===== src/pwm_pkg.sv =====
// constants for the motor pwm time base, dead-time and fault core
package pwm_pkg;
    // register indices on the plain register port
    localparam logic [3:0]  ADDR_COUNTER  = 4'h0;
    localparam logic [3:0]  ADDR_PERIOD   = 4'h1;
    localparam logic [3:0]  ADDR_TRIGCMP  = 4'h2;
    localparam logic [3:0]  ADDR_PAIRCFG  = 4'h3;
    localparam logic [3:0]  ADDR_UPDCTL   = 4'h4;
    localparam logic [3:0]  ADDR_DTTIME   = 4'h5;
    localparam logic [3:0]  ADDR_DTSEL    = 4'h6;
    localparam logic [3:0]  ADDR_FAULTA   = 4'h7;
    localparam logic [3:0]  ADDR_OVERRIDE = 4'h8;
    localparam logic [3:0]  ADDR_DUTY0    = 4'h9;
    localparam logic [3:0]  ADDR_DUTY3    = 4'hc;

    // writable bits of the counter, period, pair config, update control, dead-time select and fault a registers
    localparam logic [15:0] MASK_COUNT    = 16'h7fff;
    localparam logic [15:0] MASK_PERIOD   = 16'h7fff;
    localparam logic [15:0] MASK_PAIRCFG  = 16'h0fff;
    localparam logic [15:0] MASK_UPDCTL   = 16'h0f07;
    localparam logic [15:0] MASK_DTSEL    = 16'h00ff;
    localparam logic [15:0] MASK_FAULTA   = 16'hff8f;

    // reset values
    localparam logic [15:0] RST_ZERO      = 16'h0000;
    localparam logic [15:0] RST_PAIRCFG   = 16'h00ff;
    localparam logic [15:0] RST_OVERRIDE  = 16'hff00;

    // field positions
    localparam int          TRIG_DIR_BIT  = 15;
    localparam int          MODE_LSB      = 8;
    localparam int          EN_HIGH_LSB   = 4;
    localparam int          EN_LOW_LSB    = 0;
    localparam int          POST_LSB      = 8;
    localparam int          IUE_BIT       = 2;
    localparam int          OVERRIDE_SYNC_SELECT_BIT     = 1;
    localparam int          UPDATE_INHIBIT_BIT      = 0;
    localparam int          UNIT_B_LSB    = 8;
    localparam int          PS_LSB        = 6;
    localparam int          OVR_LSB       = 8;
    localparam int          FMODE_BIT     = 7;

    localparam int          NPAIR         = 4;

    typedef enum logic {
        DIR_UP   = 1'b0,
        DIR_DOWN = 1'b1
    } count_dir_e;
endpackage : pwm_pkg


===== src/motor_pwm_core.sv =====
// motor pwm core: time base, trigger, pair modes, override, dead time, fault a
// Operation
// counter bit 15 reads direction, read-only
// 15-bit running count, software read/write
// 15-bit period, top bit reads zero
// trigger when compare equals running count
// trigger also needs matching direction bit
// 4-bit postscaler divides triggers 1:1 to 1:16
// per-pair mode: 1 independent, 0 complementary
// per-pin enables, reset from strap
// override sync to time base or cycle
// dead-time prescale codes give 1, 2, 4, 8 cycles
// dead time is 6-bit count of periods
// per-edge unit select: 1 unit B
// per-pair fault a enable
// fault drives override values, latched or cycle
// complementary low is complement of high
// fault a has priority over others
// duty update immediate or at boundary
// dead time only in complementary pairs
`timescale 1ns/1ps
`default_nettype none

module motor_pwm_core (
    // clock and reset
    input  wire logic                     mclk,
    input  wire logic                     reset_n,
    // register port
    input  wire logic [3:0]               reg_addr,
    input  wire logic [15:0]              reg_wdata,
    input  wire logic                     reg_wr,
    input  wire logic                     reg_rd,
    output wire logic [15:0]              reg_rdata,
    // strap and fault input
    input  wire logic                     pin_ownership_config,
    input  wire logic                     fault_a_n,
    // power stage
    output wire logic [pwm_pkg::NPAIR-1:0] pwm_high,
    output wire logic [pwm_pkg::NPAIR-1:0] pwm_low,
    output wire logic [pwm_pkg::NPAIR-1:0] high_output_enable,
    output wire logic [pwm_pkg::NPAIR-1:0] low_output_enable,
    output wire logic                     trigger_out
);
    import pwm_pkg::*;

    typedef struct packed {
        logic [14:0]        cnt;
        count_dir_e         dir;
        logic [15:0]        per;
        logic [15:0]        sec;
        logic [15:0]        cfg;
        logic [15:0]        upd;
        logic [15:0]        dtt;
        logic [15:0]        dts;
        logic [15:0]        flt;
        logic [15:0]        ovd;
        logic [15:0]        ovd_act;
        logic [3:0][15:0]   duty;
        logic [3:0][15:0]   act;
        logic [3:0]         pcnt;
        logic               trig;
        logic [3:0][8:0]    dtc;
        logic [3:0]         raw_q;
        logic [3:0]         flt_lat;
        logic [3:0]         pwm_h;
        logic [3:0]         pwm_l;
        logic               strap_done;
        logic [15:0]        rdata;
    } state_s;

    state_s               st_ff;
    state_s               nxt_st;
    logic                 fault_in;
    logic                 bnd;
    logic                 match;
    logic [3:0]           raw;
    logic [3:0]           fault_on;
    logic [3:0][8:0]      dt_pick;

    // dead-time length in cycles: count times 1, 2, 4 or 8
    function automatic logic [8:0] dt_cycles(input logic [1:0] ps, input logic [5:0] n);
        dt_cycles = {3'b000, n} << ps;
    endfunction : dt_cycles

    assign fault_in = ~fault_a_n;
    assign bnd      = (st_ff.dir == DIR_DOWN) && (st_ff.cnt == 15'h0000);
    assign match    = (st_ff.cnt == st_ff.sec[14:0])
                   && (st_ff.dir == count_dir_e'(st_ff.sec[TRIG_DIR_BIT]));

    always_comb begin
        for (int i = 0; i < NPAIR; i++) begin
            raw[i]      = {1'b0, st_ff.cnt} < st_ff.act[i];
            fault_on[i] = st_ff.flt[i] && (fault_in || st_ff.flt_lat[i]);
            // rising edge uses the active select, falling edge the inactive one
            if (raw[i] ? st_ff.dts[2*i+1] : st_ff.dts[2*i]) begin
                dt_pick[i] = dt_cycles(st_ff.dtt[UNIT_B_LSB+PS_LSB +: 2],
                                       st_ff.dtt[UNIT_B_LSB +: 6]);
            end else begin
                dt_pick[i] = dt_cycles(st_ff.dtt[PS_LSB +: 2], st_ff.dtt[5:0]);
            end
        end
    end

    always_comb begin
        logic       gen_h;
        logic       gen_l;
        logic       comp;
        logic [1:0] di;
        gen_h  = 1'b0;
        gen_l  = 1'b0;
        comp   = 1'b0;
        di     = 2'b00;
        nxt_st = st_ff;

        // time base: continuous up/down between zero and period
        if (st_ff.dir == DIR_UP) begin
            if ({1'b0, st_ff.cnt} >= st_ff.per) begin
                nxt_st.dir = DIR_DOWN;
            end else begin
                nxt_st.cnt = st_ff.cnt + 15'h0001;
            end
        end else begin
            if (st_ff.cnt == 15'h0000) begin
                nxt_st.dir = DIR_UP;
            end else begin
                nxt_st.cnt = st_ff.cnt - 15'h0001;
            end
        end

        // special event trigger with postscaler
        nxt_st.trig = 1'b0;
        if (match) begin
            if (st_ff.pcnt >= st_ff.upd[POST_LSB +: 4]) begin
                nxt_st.trig = 1'b1;
                nxt_st.pcnt = 4'h0;
            end else begin
                nxt_st.pcnt = st_ff.pcnt + 4'h1;
            end
        end

        // duty transfer to the active comparators
        if (!st_ff.upd[UPDATE_INHIBIT_BIT] && (st_ff.upd[IUE_BIT] || bnd)) begin
            nxt_st.act = st_ff.duty;
        end

        // override transfer
        if (!st_ff.upd[OVERRIDE_SYNC_SELECT_BIT] || bnd) begin
            nxt_st.ovd_act = st_ff.ovd;
        end

        // fault latch: the input wins over any clear
        for (int i = 0; i < NPAIR; i++) begin
            if (fault_in && st_ff.flt[i]) begin
                nxt_st.flt_lat[i] = 1'b1;
            end else if (st_ff.flt[FMODE_BIT] ? bnd
                         : (reg_wr && reg_addr == ADDR_FAULTA)) begin
                nxt_st.flt_lat[i] = 1'b0;
            end
        end

        // pair outputs
        for (int i = 0; i < NPAIR; i++) begin
            comp = !st_ff.cfg[MODE_LSB+i];
            nxt_st.raw_q[i] = raw[i];
            if (comp && (raw[i] != st_ff.raw_q[i])) begin
                nxt_st.dtc[i] = dt_pick[i];
            end else if (st_ff.dtc[i] != 9'h000) begin
                nxt_st.dtc[i] = st_ff.dtc[i] - 9'h001;
            end else begin
                nxt_st.dtc[i] = 9'h000;
            end
            if (comp) begin
                gen_h = raw[i] && (nxt_st.dtc[i] == 9'h000);
                gen_l = !raw[i] && (nxt_st.dtc[i] == 9'h000);
            end else begin
                gen_h = raw[i];
                gen_l = raw[i];
            end
            // fault first, then manual override, then generator
            if (fault_on[i]) begin
                nxt_st.pwm_h[i] = st_ff.flt[OVR_LSB+2*i+1];
                nxt_st.pwm_l[i] = st_ff.flt[OVR_LSB+2*i];
            end else begin
                nxt_st.pwm_h[i] = st_ff.ovd_act[OVR_LSB+2*i+1] ? gen_h
                                  : st_ff.ovd_act[2*i+1];
                nxt_st.pwm_l[i] = st_ff.ovd_act[OVR_LSB+2*i] ? gen_l
                                  : st_ff.ovd_act[2*i];
            end
        end

        // pin enables take the strap once after reset
        if (!st_ff.strap_done) begin
            nxt_st.strap_done = 1'b1;
            nxt_st.cfg[7:0]   = {8{pin_ownership_config}};
        end

        // register writes
        if (reg_wr) begin
            if (reg_addr == ADDR_COUNTER) begin
                nxt_st.cnt = reg_wdata[14:0];
            end else if (reg_addr == ADDR_PERIOD) begin
                nxt_st.per = reg_wdata & MASK_PERIOD;
            end else if (reg_addr == ADDR_TRIGCMP) begin
                nxt_st.sec = reg_wdata;
            end else if (reg_addr == ADDR_PAIRCFG) begin
                nxt_st.cfg = reg_wdata & MASK_PAIRCFG;
            end else if (reg_addr == ADDR_UPDCTL) begin
                nxt_st.upd = reg_wdata & MASK_UPDCTL;
            end else if (reg_addr == ADDR_DTTIME) begin
                nxt_st.dtt = reg_wdata;
            end else if (reg_addr == ADDR_DTSEL) begin
                nxt_st.dts = reg_wdata & MASK_DTSEL;
            end else if (reg_addr == ADDR_FAULTA) begin
                nxt_st.flt = reg_wdata & MASK_FAULTA;
            end else if (reg_addr == ADDR_OVERRIDE) begin
                nxt_st.ovd = reg_wdata;
            end else if (reg_addr >= ADDR_DUTY0 && reg_addr <= ADDR_DUTY3) begin
                di = 2'(reg_addr - ADDR_DUTY0);
                nxt_st.duty[di] = reg_wdata;
            end
        end

        // register reads, data one cycle later
        nxt_st.rdata = RST_ZERO;
        if (reg_rd) begin
            if (reg_addr == ADDR_COUNTER) begin
                nxt_st.rdata = {st_ff.dir, st_ff.cnt & MASK_COUNT[14:0]};
            end else if (reg_addr == ADDR_PERIOD) begin
                nxt_st.rdata = st_ff.per & MASK_PERIOD;
            end else if (reg_addr == ADDR_TRIGCMP) begin
                nxt_st.rdata = st_ff.sec;
            end else if (reg_addr == ADDR_PAIRCFG) begin
                nxt_st.rdata = st_ff.cfg;
            end else if (reg_addr == ADDR_UPDCTL) begin
                nxt_st.rdata = st_ff.upd;
            end else if (reg_addr == ADDR_DTTIME) begin
                nxt_st.rdata = st_ff.dtt;
            end else if (reg_addr == ADDR_DTSEL) begin
                nxt_st.rdata = st_ff.dts;
            end else if (reg_addr == ADDR_FAULTA) begin
                nxt_st.rdata = st_ff.flt;
            end else if (reg_addr == ADDR_OVERRIDE) begin
                nxt_st.rdata = st_ff.ovd;
            end else if (reg_addr >= ADDR_DUTY0 && reg_addr <= ADDR_DUTY3) begin
                nxt_st.rdata = st_ff.duty[2'(reg_addr - ADDR_DUTY0)];
            end
        end
    end

    always_ff @(posedge mclk or negedge reset_n) begin
        if (!reset_n) begin
            st_ff         <= '0;
            st_ff.cfg     <= RST_PAIRCFG;
            st_ff.ovd     <= RST_OVERRIDE;
            st_ff.ovd_act <= RST_OVERRIDE;
        end else begin
            st_ff <= nxt_st;
        end
    end

    assign reg_rdata          = st_ff.rdata;
    assign pwm_high           = st_ff.pwm_h;
    assign pwm_low            = st_ff.pwm_l;
    assign high_output_enable = st_ff.cfg[EN_HIGH_LSB +: 4];
    assign low_output_enable  = st_ff.cfg[EN_LOW_LSB +: 4];
    assign trigger_out        = st_ff.trig;
endmodule : motor_pwm_core

`default_nettype wire


===== config.mk =====
export PLATFORM = sky130hd
export DESIGN_NAME = motor_pwm_core
export DESIGN_NICKNAME = d
export VERILOG_FILES = /design/src/pwm_pkg.sv /design/src/motor_pwm_core.sv
export SDC_FILE = /design/constraint.sdc
export NUM_CORES = 1
export LEC_CHECK = 0
export BUFFER_PORTS_ARGS = -buffer_cell sky130_fd_sc_hd__buf_4
export CAP_MARGIN = 20
export CORE_MARGIN = 2
export CORE_UTILIZATION = 35
export CTS_CLUSTER_DIAMETER = 50
export DETAILED_ROUTE_END_ITERATION = 10
export PLACE_DENSITY_LB_ADDON = 0.12
export SLEW_MARGIN = 10
export SYNTH_ARGS = -nofsm -noshare
export SYNTH_HDL_FRONTEND = slang
export SYNTH_SLANG_ARGS = --single-unit

===== constraint.sdc =====
create_clock -name mclk -period 3.5 [get_ports mclk]
set_input_delay 0.175 -clock mclk [delete_from_list [all_inputs] [get_ports mclk]]
set_output_delay 0.175 -clock mclk [all_outputs]
set_load 0.02 [all_outputs]

==> results of run 1 <==
cells by family after synthesis:
family                   Yosys count  synth area share
AO/OA/AOI/OAI                    368             0.131
XOR/XNOR                          48            0.0227
adder cells (fa/ha/maj)           88            0.0595
buffers and inverters            233            0.0547
flip-flops                       337             0.457
multiplexers                     258             0.164
other                              1          0.000203
AND/OR/NAND/NOR                  429             0.111
worst max-delay path: stages, from the launching register on:
cell and delay (ps):
dfrtp_1 400, ha_1 300, nand2_1 90, o21ai_2 150
a221oi_2 80, buf_4 150, buf_4 130, o311ai_4 500
mux2_2 410, mux2i_2 170, nand4_1 130, or4_4 460
o41ai_2 290
worst min path at each step:
stage | endpoint | slack, ps
floorplan | pwm_high[0]$_DFF_PN0_ | -120
global placement | st_ff[53]$_DFF_PN0_ | 200
detailed placement | st_ff[53]$_DFF_PN0_ | 190
finish | st_ff[25]$_DFFE_PN0P_ | 90
CTS | st_ff[25]$_DFFE_PN0P_ | 60
global route | st_ff[25]$_DFFE_PN0P_ | 90
repair_timing:
| item | CTS | global route |
|---|---|---|
| endpoints found under the setup margin | 4 | 61 |
| setup buffers | 2 | 7 |
| resized for setup | 11 | 40 |
| hold buffers | 18 | 0 |
| cloned | 0 | 4 |
| pin swaps | 3 | 20 |
| hold endpoints to repair | 131 | 0 |
cell usage after synthesis (all sizes together), types with 11 or more instances:
master | count | area, sq um
mux2 | 195 | 2200
nor4 | 11 | 75.1
nand4 | 19 | 119
mux4 | 16 | 360
inv | 106 | 398
mux2i | 47 | 478
buf | 50 | 325
o221ai | 12 | 105
a21oi | 68 | 344
and2 | 12 | 75.1
or3 | 13 | 81.3
a21o | 15 | 113
xor2 | 26 | 228
nand2 | 162 | 608
nand2b | 14 | 87.6
nand3 | 22 | 110
a221oi | 16 | 181
nor2b | 17 | 106
nor3 | 32 | 165
dfstp | 24 | 631
ha | 88 | 1100
clkbuf | 77 | 289
o22ai | 31 | 206
o21ai | 137 | 697
xnor2 | 22 | 193
dfrtp | 313 | 7830
nor2 | 95 | 359
power by group:
part	total, mW	leakage (nW)	switching, mW	internal [mW]
Combinational	7.91	4.86	4.35	3.57
Sequential	6.15	4.16	0.955	5.20
Clock	5.28	0.863	1.96	3.31
through the flow:
stage,setup TNS (ps),cell area (sq um),setup slack (ps),instances,total power [mW]
global route,-43.7,22300,-42.1,2585,20.6
detailed placement,-508,19900,-298,2464,13.4
global placement,-331,19900,-223,2464,13.3
CTS,-32.3,22000,-32.3,2574,19.0
floorplan,0,18500,43.0,1762,10.9
finish,0,22300,113,2585,19.3
routing by layer:
layer | wire [um] | vias up | part of all wire
li1 | - | 6485 | -
met3 | 3340 | 128 | 0.055
met1 | 26900 | 6957 | 0.44
met2 | 27600 | 339 | 0.45
met5 | 0 | - | 0
met4 | 2820 | 0 | 0.047
placed cells by master (no fill, tap or decap), types with 14 or more instances in the layout:
master,n
a21o_1,15
a21oi_1,64
buf_4,131
clkbuf_16,53
dfrtp_1,313
dfstp_2,24
dlygate4sd3_1,18
ha_1,85
inv_1,105
mux2_1,31
mux2_2,162
mux2i_1,36
mux4_2,16
nand2_1,162
nand2b_1,14
nand3_1,21
nand4_1,19
nor2_1,93
nor2b_1,17
nor3_1,27
o21ai_0,119
o21ai_1,16
o22ai_1,27
xnor2_1,22
xor2_1,26
registers in the layout (all words and copies together) (netlist names):
name / count
st_ff: 304
reg_rdata: 16
high_output_enable: 4
low_output_enable: 4
pwm_high: 4
pwm_low: 4
trigger_out: 1
final cells by class:
type,instances,area share
Clock buffer,63,0.0633
Timing Repair Buffer,171,0.0685
Multi-Input combinational cell,1193,0.416
Inverter,106,0.0179
Sequential cell,337,0.380
Tap cell,688,0.0386
Clock inverter,27,0.0155
==> summary.md, run 1 <==
| Metric | Value |
|---|---|
| GRT Total Usage | 0.223 |
| Vias in the first global route | 13,832 |
| Port bufs | 58 |
| Clk buf depth | 3 |
| Register Area | 8460 sq um |
| Hold Fails Final Rpt | 0 |
| Reg-to-reg slack, setup | 110 ps |
| Remaining antenna violation count | 0 |
| Syn nets | 1,876 |
| DP HPWL | 43,200 um |
| CP Capture Type | flop |
| Vias/cell | 5.38 |
| Synth Register Bits | 337 |
| GR peak layer | met2 |
| DRC | 0 |
| Clock Latency Late Sink | 600 ps |
| Core area | 52,400 sq um |
| Met1 GRT Util | 0.298 |
| DRT iter0 DRCs | 896 |
| Hold_sp | fault_a_n |
| Fill cell count | 5,015 |
| Fmax | 295 MHz |
| Avg Inst Size Synth | 10.5 sq um |
| Synth Flop Type | dfrtp_1 |
| Reg2Reg Depth | 12 |
| M2 GR Usage | 0.347 |
| Mapped Area | 18,500 sq um |
| Period utilization | 0.968 |
| CTS buffer count | 49 |
| Syn. warnings | 0 |
| Max VDD drop | 0.000439 V |
| Htree depth | 2 |
| Top-level I/O count | 59 |
| Hold Crit Class | in2reg |
| Setup violations, final | 0 |
| Max_slew headroom | 0.323 |
| Largest net degree at the start of global routing | 102 |
| Cell Rows | 84 |
| Clock sinks | 337 |
| First-pass GRT wire length | 89,700 um |
| Critical Path RT | 3980 ps |
| Final nets | 1,972 |
| Final Max Slew Viols | 0 |
| Die area | 54,700 sq um |
| Antenna cells | 0 |
| Arr. time, crit path | 3870 ps |
| Area Growth Syn to Fin | 20.5% |
| CP max FO | 6 |
| TritonRoute pass-1 iters | 6 |
| Die Width | 234 um |
| Initial antenna violation count | 1 |
| Worst Setup EP | pwm_low[3]$_DFF_PN0_ |
| Synth Instances | 1,762 |
| Total grt overflow | 0 |
| Initial Util | 0.353 |
| Crit Reg-Reg Startpoint | st_ff[354]$_DFF_PN0_ |
| Leakage | 9.89 nW |
| Via count | 13,909 |
| TritonCTS clock tree | yes |
| Worst setup SP type | flop |
| RSZ-0062 raised after global routing | yes |
| Final Util | 0.425 |
| Reg2reg end | pwm_low[3]$_DFF_PN0_ |
| Final min period | 3390 ps |
| WL per Instance | 23.5 um |
| Layout cells sized above 1 | 0.263 |
| Routability congestion estimate | 0.865 |
| Count of cell types in the netlist | 80 |
| Max-capacitance violation count | 0 |
| Worst Setup SP | st_ff[354]$_DFF_PN0_ |
| Clock Skew | 28.9 ps |
| CTS Root Cell | clkbuf_16 |
| CTS clk-pin slew, worst paths | 60 ps |
| Die Y | 234 um |
| Worst hold slack | 92.2 ps |
| Ys async rst share | 1.00 |
| Grt met3 use | 0.0480 |
| Worst-margin pin slew | 1010 ps |
| Post-synthesis sequential area ratio | 0.457 |
| Crit path kind | reg2reg |
| Status | finished clean |
| Hold Crit Depth | 3 |
| Final wirelength | 60,700 um |
| Number of enable flip-flop cells after synthesis | 0 |
| Cell area power density | 868 nW/um^2 |
| Area occupied by multi-input gates | 9280 sq um |
(Power assumes the default switching activity.)
==> run 2, diff against run 1 <==
--- a/config.mk
+++ b/config.mk
@@ -14,2 +14,3 @@
 export PLACE_DENSITY_LB_ADDON = 0.12
+export SETUP_SLACK_MARGIN = 0.5
 export SLEW_MARGIN = 10
--- a/constraint.sdc
+++ b/constraint.sdc
@@ -3,2 +3,2 @@
 set_output_delay 0.175 -clock mclk [all_outputs]
-set_load 0.02 [all_outputs]
+set_load 0.005 [all_outputs]
==> summary.md, run 2 (same netlist as run 1, synthesis figures left out) <==
| Metric | Value |
|---|---|
| Cell family with most CP delay | simple AND/OR/NAND/NOR gates |
| Final min period | 3280 ps |
| Vias in the first global route | 14,341 |
| Metal3 WL | 2990 um |
| Hold Fails Final Rpt | 0 |
| WL per Instance | 23.5 um |
| Antenna cells | 0 |
| Routability congestion estimate | 0.866 |
| Hold Crit Class | in2reg |
| Fmax | 305 MHz |
| Layout cells sized above 1 | 0.304 |
| Initial Util | 0.353 |
| Die area | 54,700 sq um |
| First-pass GRT wire length | 92,900 um |
| Clock Latency Late Sink | 590 ps |
| Setup TNS | 0 ps |
| Reg2reg end | pwm_low[3]$_DFF_PN0_ |
| Die Y | 234 um |
| Max_slew headroom | 0.382 |
| CTS buffer count | 46 |
| Clock Skew | 30.9 ps |
| Top-level I/O count | 59 |
| Arr. time, crit path | 3750 ps |
| Crit Reg-Reg Startpoint | st_ff[352]$_DFF_PN0_ |
| Htree depth | 2 |
| Critical Path RT | 3970 ps |
| Commonest non-fill, non-tap cell in the layout | dfrtp_1 |
| Fill cell count | 4,972 |
| Via count | 14,235 |
| Reg2Reg Depth | 12 |
| Port bufs | 58 |
| Worst-margin pin slew | 927 ps |
| DRC | 0 |
| Final Max Slew Viols | 0 |
| Delay of the slowest critical-path stage | 480 ps |
| Post-DP Area | 20,000 sq um |
| Worst path most repeated cell | o311ai_4 |
| Hold path endpoint | st_ff[152]$_DFFE_PN0P_ |
| CTS clk-pin slew, worst paths | 60 ps |
| DRT iter0 DRCs | 1,141 |
| Worst setup SP type | flop |
| Area Growth Syn to Fin | 24.2% |
| Biggest register | st_ff |
| Crit path kind | reg2reg |
| Sum of buffers and inverters on the critical path | 1 |
| Max VDD drop | 0.000392 V |
| Final cell area excluding filler cells | 23,000 sq um |
| CP Cell Sequence | ha_4, nand2_2, nor3_4, o311ai_4, o311a_1, o311ai_4, buf_6, mux2_4, mux2i_2, nand4_1, or4_4, o41ai_4 |
| CTS Root Cell | clkbuf_16 |
| Hold Crit Depth | 2 |
| Most frequent cells in the layout | dfrtp_1 (307), nand2_1 (160), mux2_2 (158), buf_4 (157), o21ai_0 (116) |
| TritonRoute pass-1 iters | 5 |
| Layout Cells excl Fill | 2,613 |
| Setup violations, final | 0 |
| Die Width | 234 um |
| CP max FO | 7 |
| CP Capture Type | flop |
| DP HPWL | 43,200 um |
| Initial antenna violation count | 3 |
| Final wirelength | 61,500 um |
| Hold_sp | reg_wdata[14] |
| Vias/cell | 5.45 |
| Met2 wire len | 28,500 um |
| DR top layer | met4 |
| Total grt overflow | 0 |
| Flip-flop count of the largest register after layout | 304 |
| Clock sinks | 337 |
| Remaining antenna violation count | 0 |
| RSZ-0062 raised after global routing | yes |
| Status | finished clean |
| Max-capacitance violation count | 0 |
| Largest net degree at the start of global routing | 86 |
| Cell area power density | 868 nW/um^2 |
| Core area | 52,400 sq um |
| Clk buf depth | 3 |
| GRT Total Usage | 0.228 |
| Met1 wire length | 28,000 um |
| Leakage | 10.1 nW |
| Period utilization | 0.937 |
| CP max stage cell | or4_4 |
| Reg-to-reg slack, setup | 220 ps |
| Final nets | 2,004 |
| DP Cell Count | 2,470 |
| Cell Rows | 84 |
| TritonCTS clock tree | yes |
## run 2: final cells by class
cell class                 instances  area [sq um]  area share
multi-input combinational       1192          9730       0.423
timing repair buffer             207          1920      0.0835
sequential                       337          8470       0.369
tap                              688           861      0.0375
clock buffer                      62          1340      0.0581
inverter                         106           398      0.0173
clock inverter                    21           272      0.0118
## run 2: how the worst max path moves through the flow
stage / start / slack [ps] / cells past startpoint / endpoint
final: st_ff[352]$_DFF_PN0_ / 220 / 12 / pwm_low[3]$_DFF_PN0_
after global placement: st_ff[348]$_DFF_PN0_ / 40 / 13 / st_ff[361]$_DFF_PN0_
after CTS: st_ff[348]$_DFF_PN0_ / 250 / 13 / pwm_high[0]$_DFF_PN0_
after global routing: st_ff[358]$_DFF_PN0_ / 100 / 13 / pwm_high[0]$_DFF_PN0_
after detailed placement: st_ff[348]$_DFF_PN0_ / 20 / 12 / pwm_high[1]$_DFF_PN0_
after floorplan: st_ff[354]$_DFF_PN0_ / 430 / 12 / pwm_low[3]$_DFF_PN0_
## run 2: power by group
| group | switching (mW) | leakage (nW) | internal, mW |
|---|---|---|---|
| sequential | 0.970 | 4.16 | 5.20 |
| clock | 1.87 | 0.773 | 3.06 |
| combinational | 4.63 | 5.19 | 4.20 |
## run 2: metal layers
| metal | vias to the layer above | GRT usage |
|---|---|---|
| met5 | - | 0 |
| met4 | 0 | 0.0817 |
| met3 | 108 | 0.0350 |
| met2 | 328 | 0.367 |
| met1 | 7255 | 0.313 |
| li1 | 6544 | - |
## run 2: timing repair
action / in CTS / in global routing
endpoints found under the hold margin: 114 / 0
buffers inserted: 27 / 11
hold buffers: 17 / 0
pin swaps: 37 / 33
gates cloned: 3 / 2
gates resized for setup: 86 / 43
endpoints found under the setup margin: 87 / 93
## run 2: through the flow
| stage | hold slack, ps | setup WS [ps] | utilization | total power [mW] |
|---|---|---|---|---|
| after global placement | 248 | 37.5 | 0.382 | 13.3 |
| final | 21.3 | 220 | 0.438 | 19.9 |
| after floorplan | -121 | 430 | - | 10.9 |
| after detailed placement | 252 | 23.4 | 0.382 | 13.4 |
| after CTS | 2.57 | 251 | 0.431 | 19.6 |
| after global routing | 19.7 | 99.3 | 0.438 | 21.2 |
## run 2: worst register-to-register path, cell delays in order, from the launching register on
cell and delay, ps:
dfrtp_2 450, ha_4 290, nand2_2 60, nor3_4 220
o311ai_4 160, o311a_1 360, o311ai_4 90, buf_6 190
mux2_4 310, mux2i_2 190, nand4_1 150, or4_4 480
o41ai_4 220
==> run 3, diff against run 2 <==
Clock period 3.5 ns to 2.7 ns, I/O delays scaled along.
==> summary.md, run 3 (same netlist as run 1, synthesis figures left out) <==
| Metric | Value |
|---|---|
| Biggest register | st_ff |
| Crit path kind | reg2reg |
| Setup TNS | -47,600 ps |
| Top-level I/O count | 59 |
| Area Growth Syn to Fin | 44.3% |
| Reg2reg end | pwm_high[2]$_DFF_PN0_ |
| TritonRoute pass-1 iters | 5 |
| Met1 GRT Util | 0.332 |
| Commonest non-fill, non-tap cell in the layout | dfrtp_1 |
| Core area | 52,400 sq um |
| Vias/cell | 5.37 |
| Cell family with most CP delay | compound AO/OA/AOI/OAI gates |
| DP Cell Count | 2,624 |
| Flip-flop count of the largest register after layout | 304 |
| Initial Util | 0.353 |
| Worst slack, placed | -644 ps |
| Max VDD drop | 0.000603 V |
| Final wirelength | 66,800 um |
| Routability congestion estimate | 0.889 |
| WL per Instance | 23.5 um |
| First-pass GRT wire length | 99,600 um |
| Vias in the first global route | 15,434 |
| Hold_sp | fault_a_n |
| Final Util | 0.509 |
| Htree depth | 2 |
| CTS buffer count | 47 |
| Reg2Reg Depth | 12 |
| CP max FO | 5 |
| Arr. time, crit path | 3770 ps |
| Setup violations, final | 136 |
| Final min period | 3290 ps |
| Layout cells sized above 1 | 0.479 |
| Total grt overflow | 0 |
| Sum of buffers and inverters on the critical path | 3 |
| CTS clk-pin slew, worst paths | 60 ps |
| Critical Path RT | 3170 ps |
| Max-capacitance violation count | 0 |
| Cell Rows | 84 |
| Die Width | 234 um |
| Antenna cells | 0 |
| Hold Fails Final Rpt | 0 |
| Crit Reg-Reg Startpoint | st_ff[349]$_DFF_PN0_ |
| Final setup margin | -593 ps |
| DP HPWL | 46,100 um |
| CP max stage cell | dfrtp_1 |
| Via count | 15,264 |
| Worst-margin pin slew | 819 ps |
| M2 GR Usage | 0.396 |
| TritonCTS clock tree | yes |
| Final nets | 2,232 |
| GR peak layer | met2 |
| Leakage | 12.0 nW |
| Hold Crit Depth | 3 |
| Final cell area excluding filler cells | 26,700 sq um |
| Remaining antenna violation count | 0 |
| Most frequent cells in the layout | dfrtp_1 (304), buf_4 (297), mux2_2 (141), nand2_1 (98), inv_1 (94) |
| GRT Total Usage | 0.247 |
| Design Power | 30.7 mW |
| Max_slew headroom | 0.454 |
| Clock Skew | 30.8 ps |
| Post-DP Area | 21,800 sq um |
| Clock Latency Late Sink | 600 ps |
| Layout Cells excl Fill | 2,845 |
| Hold Crit Class | in2reg |
| DRC | 0 |
| Clk buf depth | 3 |
| Die Y | 234 um |
| Port bufs | 58 |
| Largest net degree at the start of global routing | 65 |
| CP Cell Sequence | buf_4, ha_1, a211o_1, a221oi_4, buf_6, mux2i_4, buf_12, mux2i_4, o22ai_2, nor4_2, a31oi_1, o21ai_1 |
| CTS Root Cell | clkbuf_16 |
| Cell area power density | 1150 nW/um^2 |
| Reg-to-reg slack, setup | -590 ps |
| Worst hold slack | 34.0 ps |
| Worst setup SP type | flop |
| Die area | 54,700 sq um |
| Grt met3 use | 0.0385 |
| Status | complete, but fails checks |
| Delay of the slowest critical-path stage | 390 ps |
| Clock sinks | 337 |
| RSZ-0062 raised after global routing | yes |
| Failing checks | setup timing |
| Worst path most repeated cell | mux2i_4 |
| DRT iter0 DRCs | 867 |
| Initial antenna violation count | 1 |
| Period utilization | 1.22 |
| Final Max Slew Viols | 0 |
| CP Capture Type | flop |
| Hold path endpoint | st_ff[27]$_DFFE_PN0P_ |
| Fmax | 304 MHz |
run 3: changes by cell type in the layout (fill, tap and decap cells not counted), sizes merged:
cell      previous run  this run
buf                186       417
bufbuf               2         0
clkbuf              64        63
clkinv               6        11
clkinvlp             6         4
inv                110       111
run 3: worst reg2reg max path, delay by kind of cell, from the launching register on:
kind | cells | cell delay (ps)
DFF | 1 | 390
adders and majority gates | 1 | 270
muxes | 2 | 550
buffers and inverters | 3 | 520
and+or+nand+nor | 1 | 320
AOI/OAI and AO/OA | 5 | 1120
run 3: where the power goes:
part	internal, mW	switching (mW)
Sequential	6.75	1.36
Clock	3.97	2.55
Combinational	8.58	7.50
Total	19.3	11.4
run 3: area by class of cell:
class                   instances  area, sq um
inverters                     106          410
well taps                     688          861
fillers                      4605        25800
clock inverters                25          317
multi-input cells            1192        10900
flip-flops and latches        337         8470
repair buffers                434         4360
clock buffers                  63         1330
run 3: worst max path at each step:
stage / end / slack (ps) / cells past startpoint / startpoint
after floorplan: pwm_low[3]$_DFF_PN0_ / -370 / 12 / st_ff[354]$_DFF_PN0_
after global placement: pwm_high[2]$_DFF_PN0_ / -600 / 13 / st_ff[352]$_DFF_PN0_
after detailed placement: pwm_low[3]$_DFF_PN0_ / -640 / 12 / st_ff[354]$_DFF_PN0_
after CTS: pwm_low[3]$_DFF_PN0_ / -610 / 13 / st_ff[354]$_DFF_PN0_
after global routing: pwm_high[0]$_DFF_PN0_ / -780 / 15 / st_ff[352]$_DFF_PN0_
final: pwm_high[2]$_DFF_PN0_ / -590 / 12 / st_ff[349]$_DFF_PN0_
run 3: layer usage:
metal,wire (um),share of wire,vias to the layer above
met5,0,0,-
met4,3030,0.045,0
met3,3210,0.048,144
met2,31200,0.47,393
met1,29400,0.44,7710
li1,-,-,7017
run 3: what timing repair did:
action,CTS,global route
pin swaps,103,39
endpoints found under the hold margin,264,0
cloned,18,0
gates resized for setup,288,117
endpoints found under the setup margin,157,158
setup buffers,80,18
hold buffers,17,0
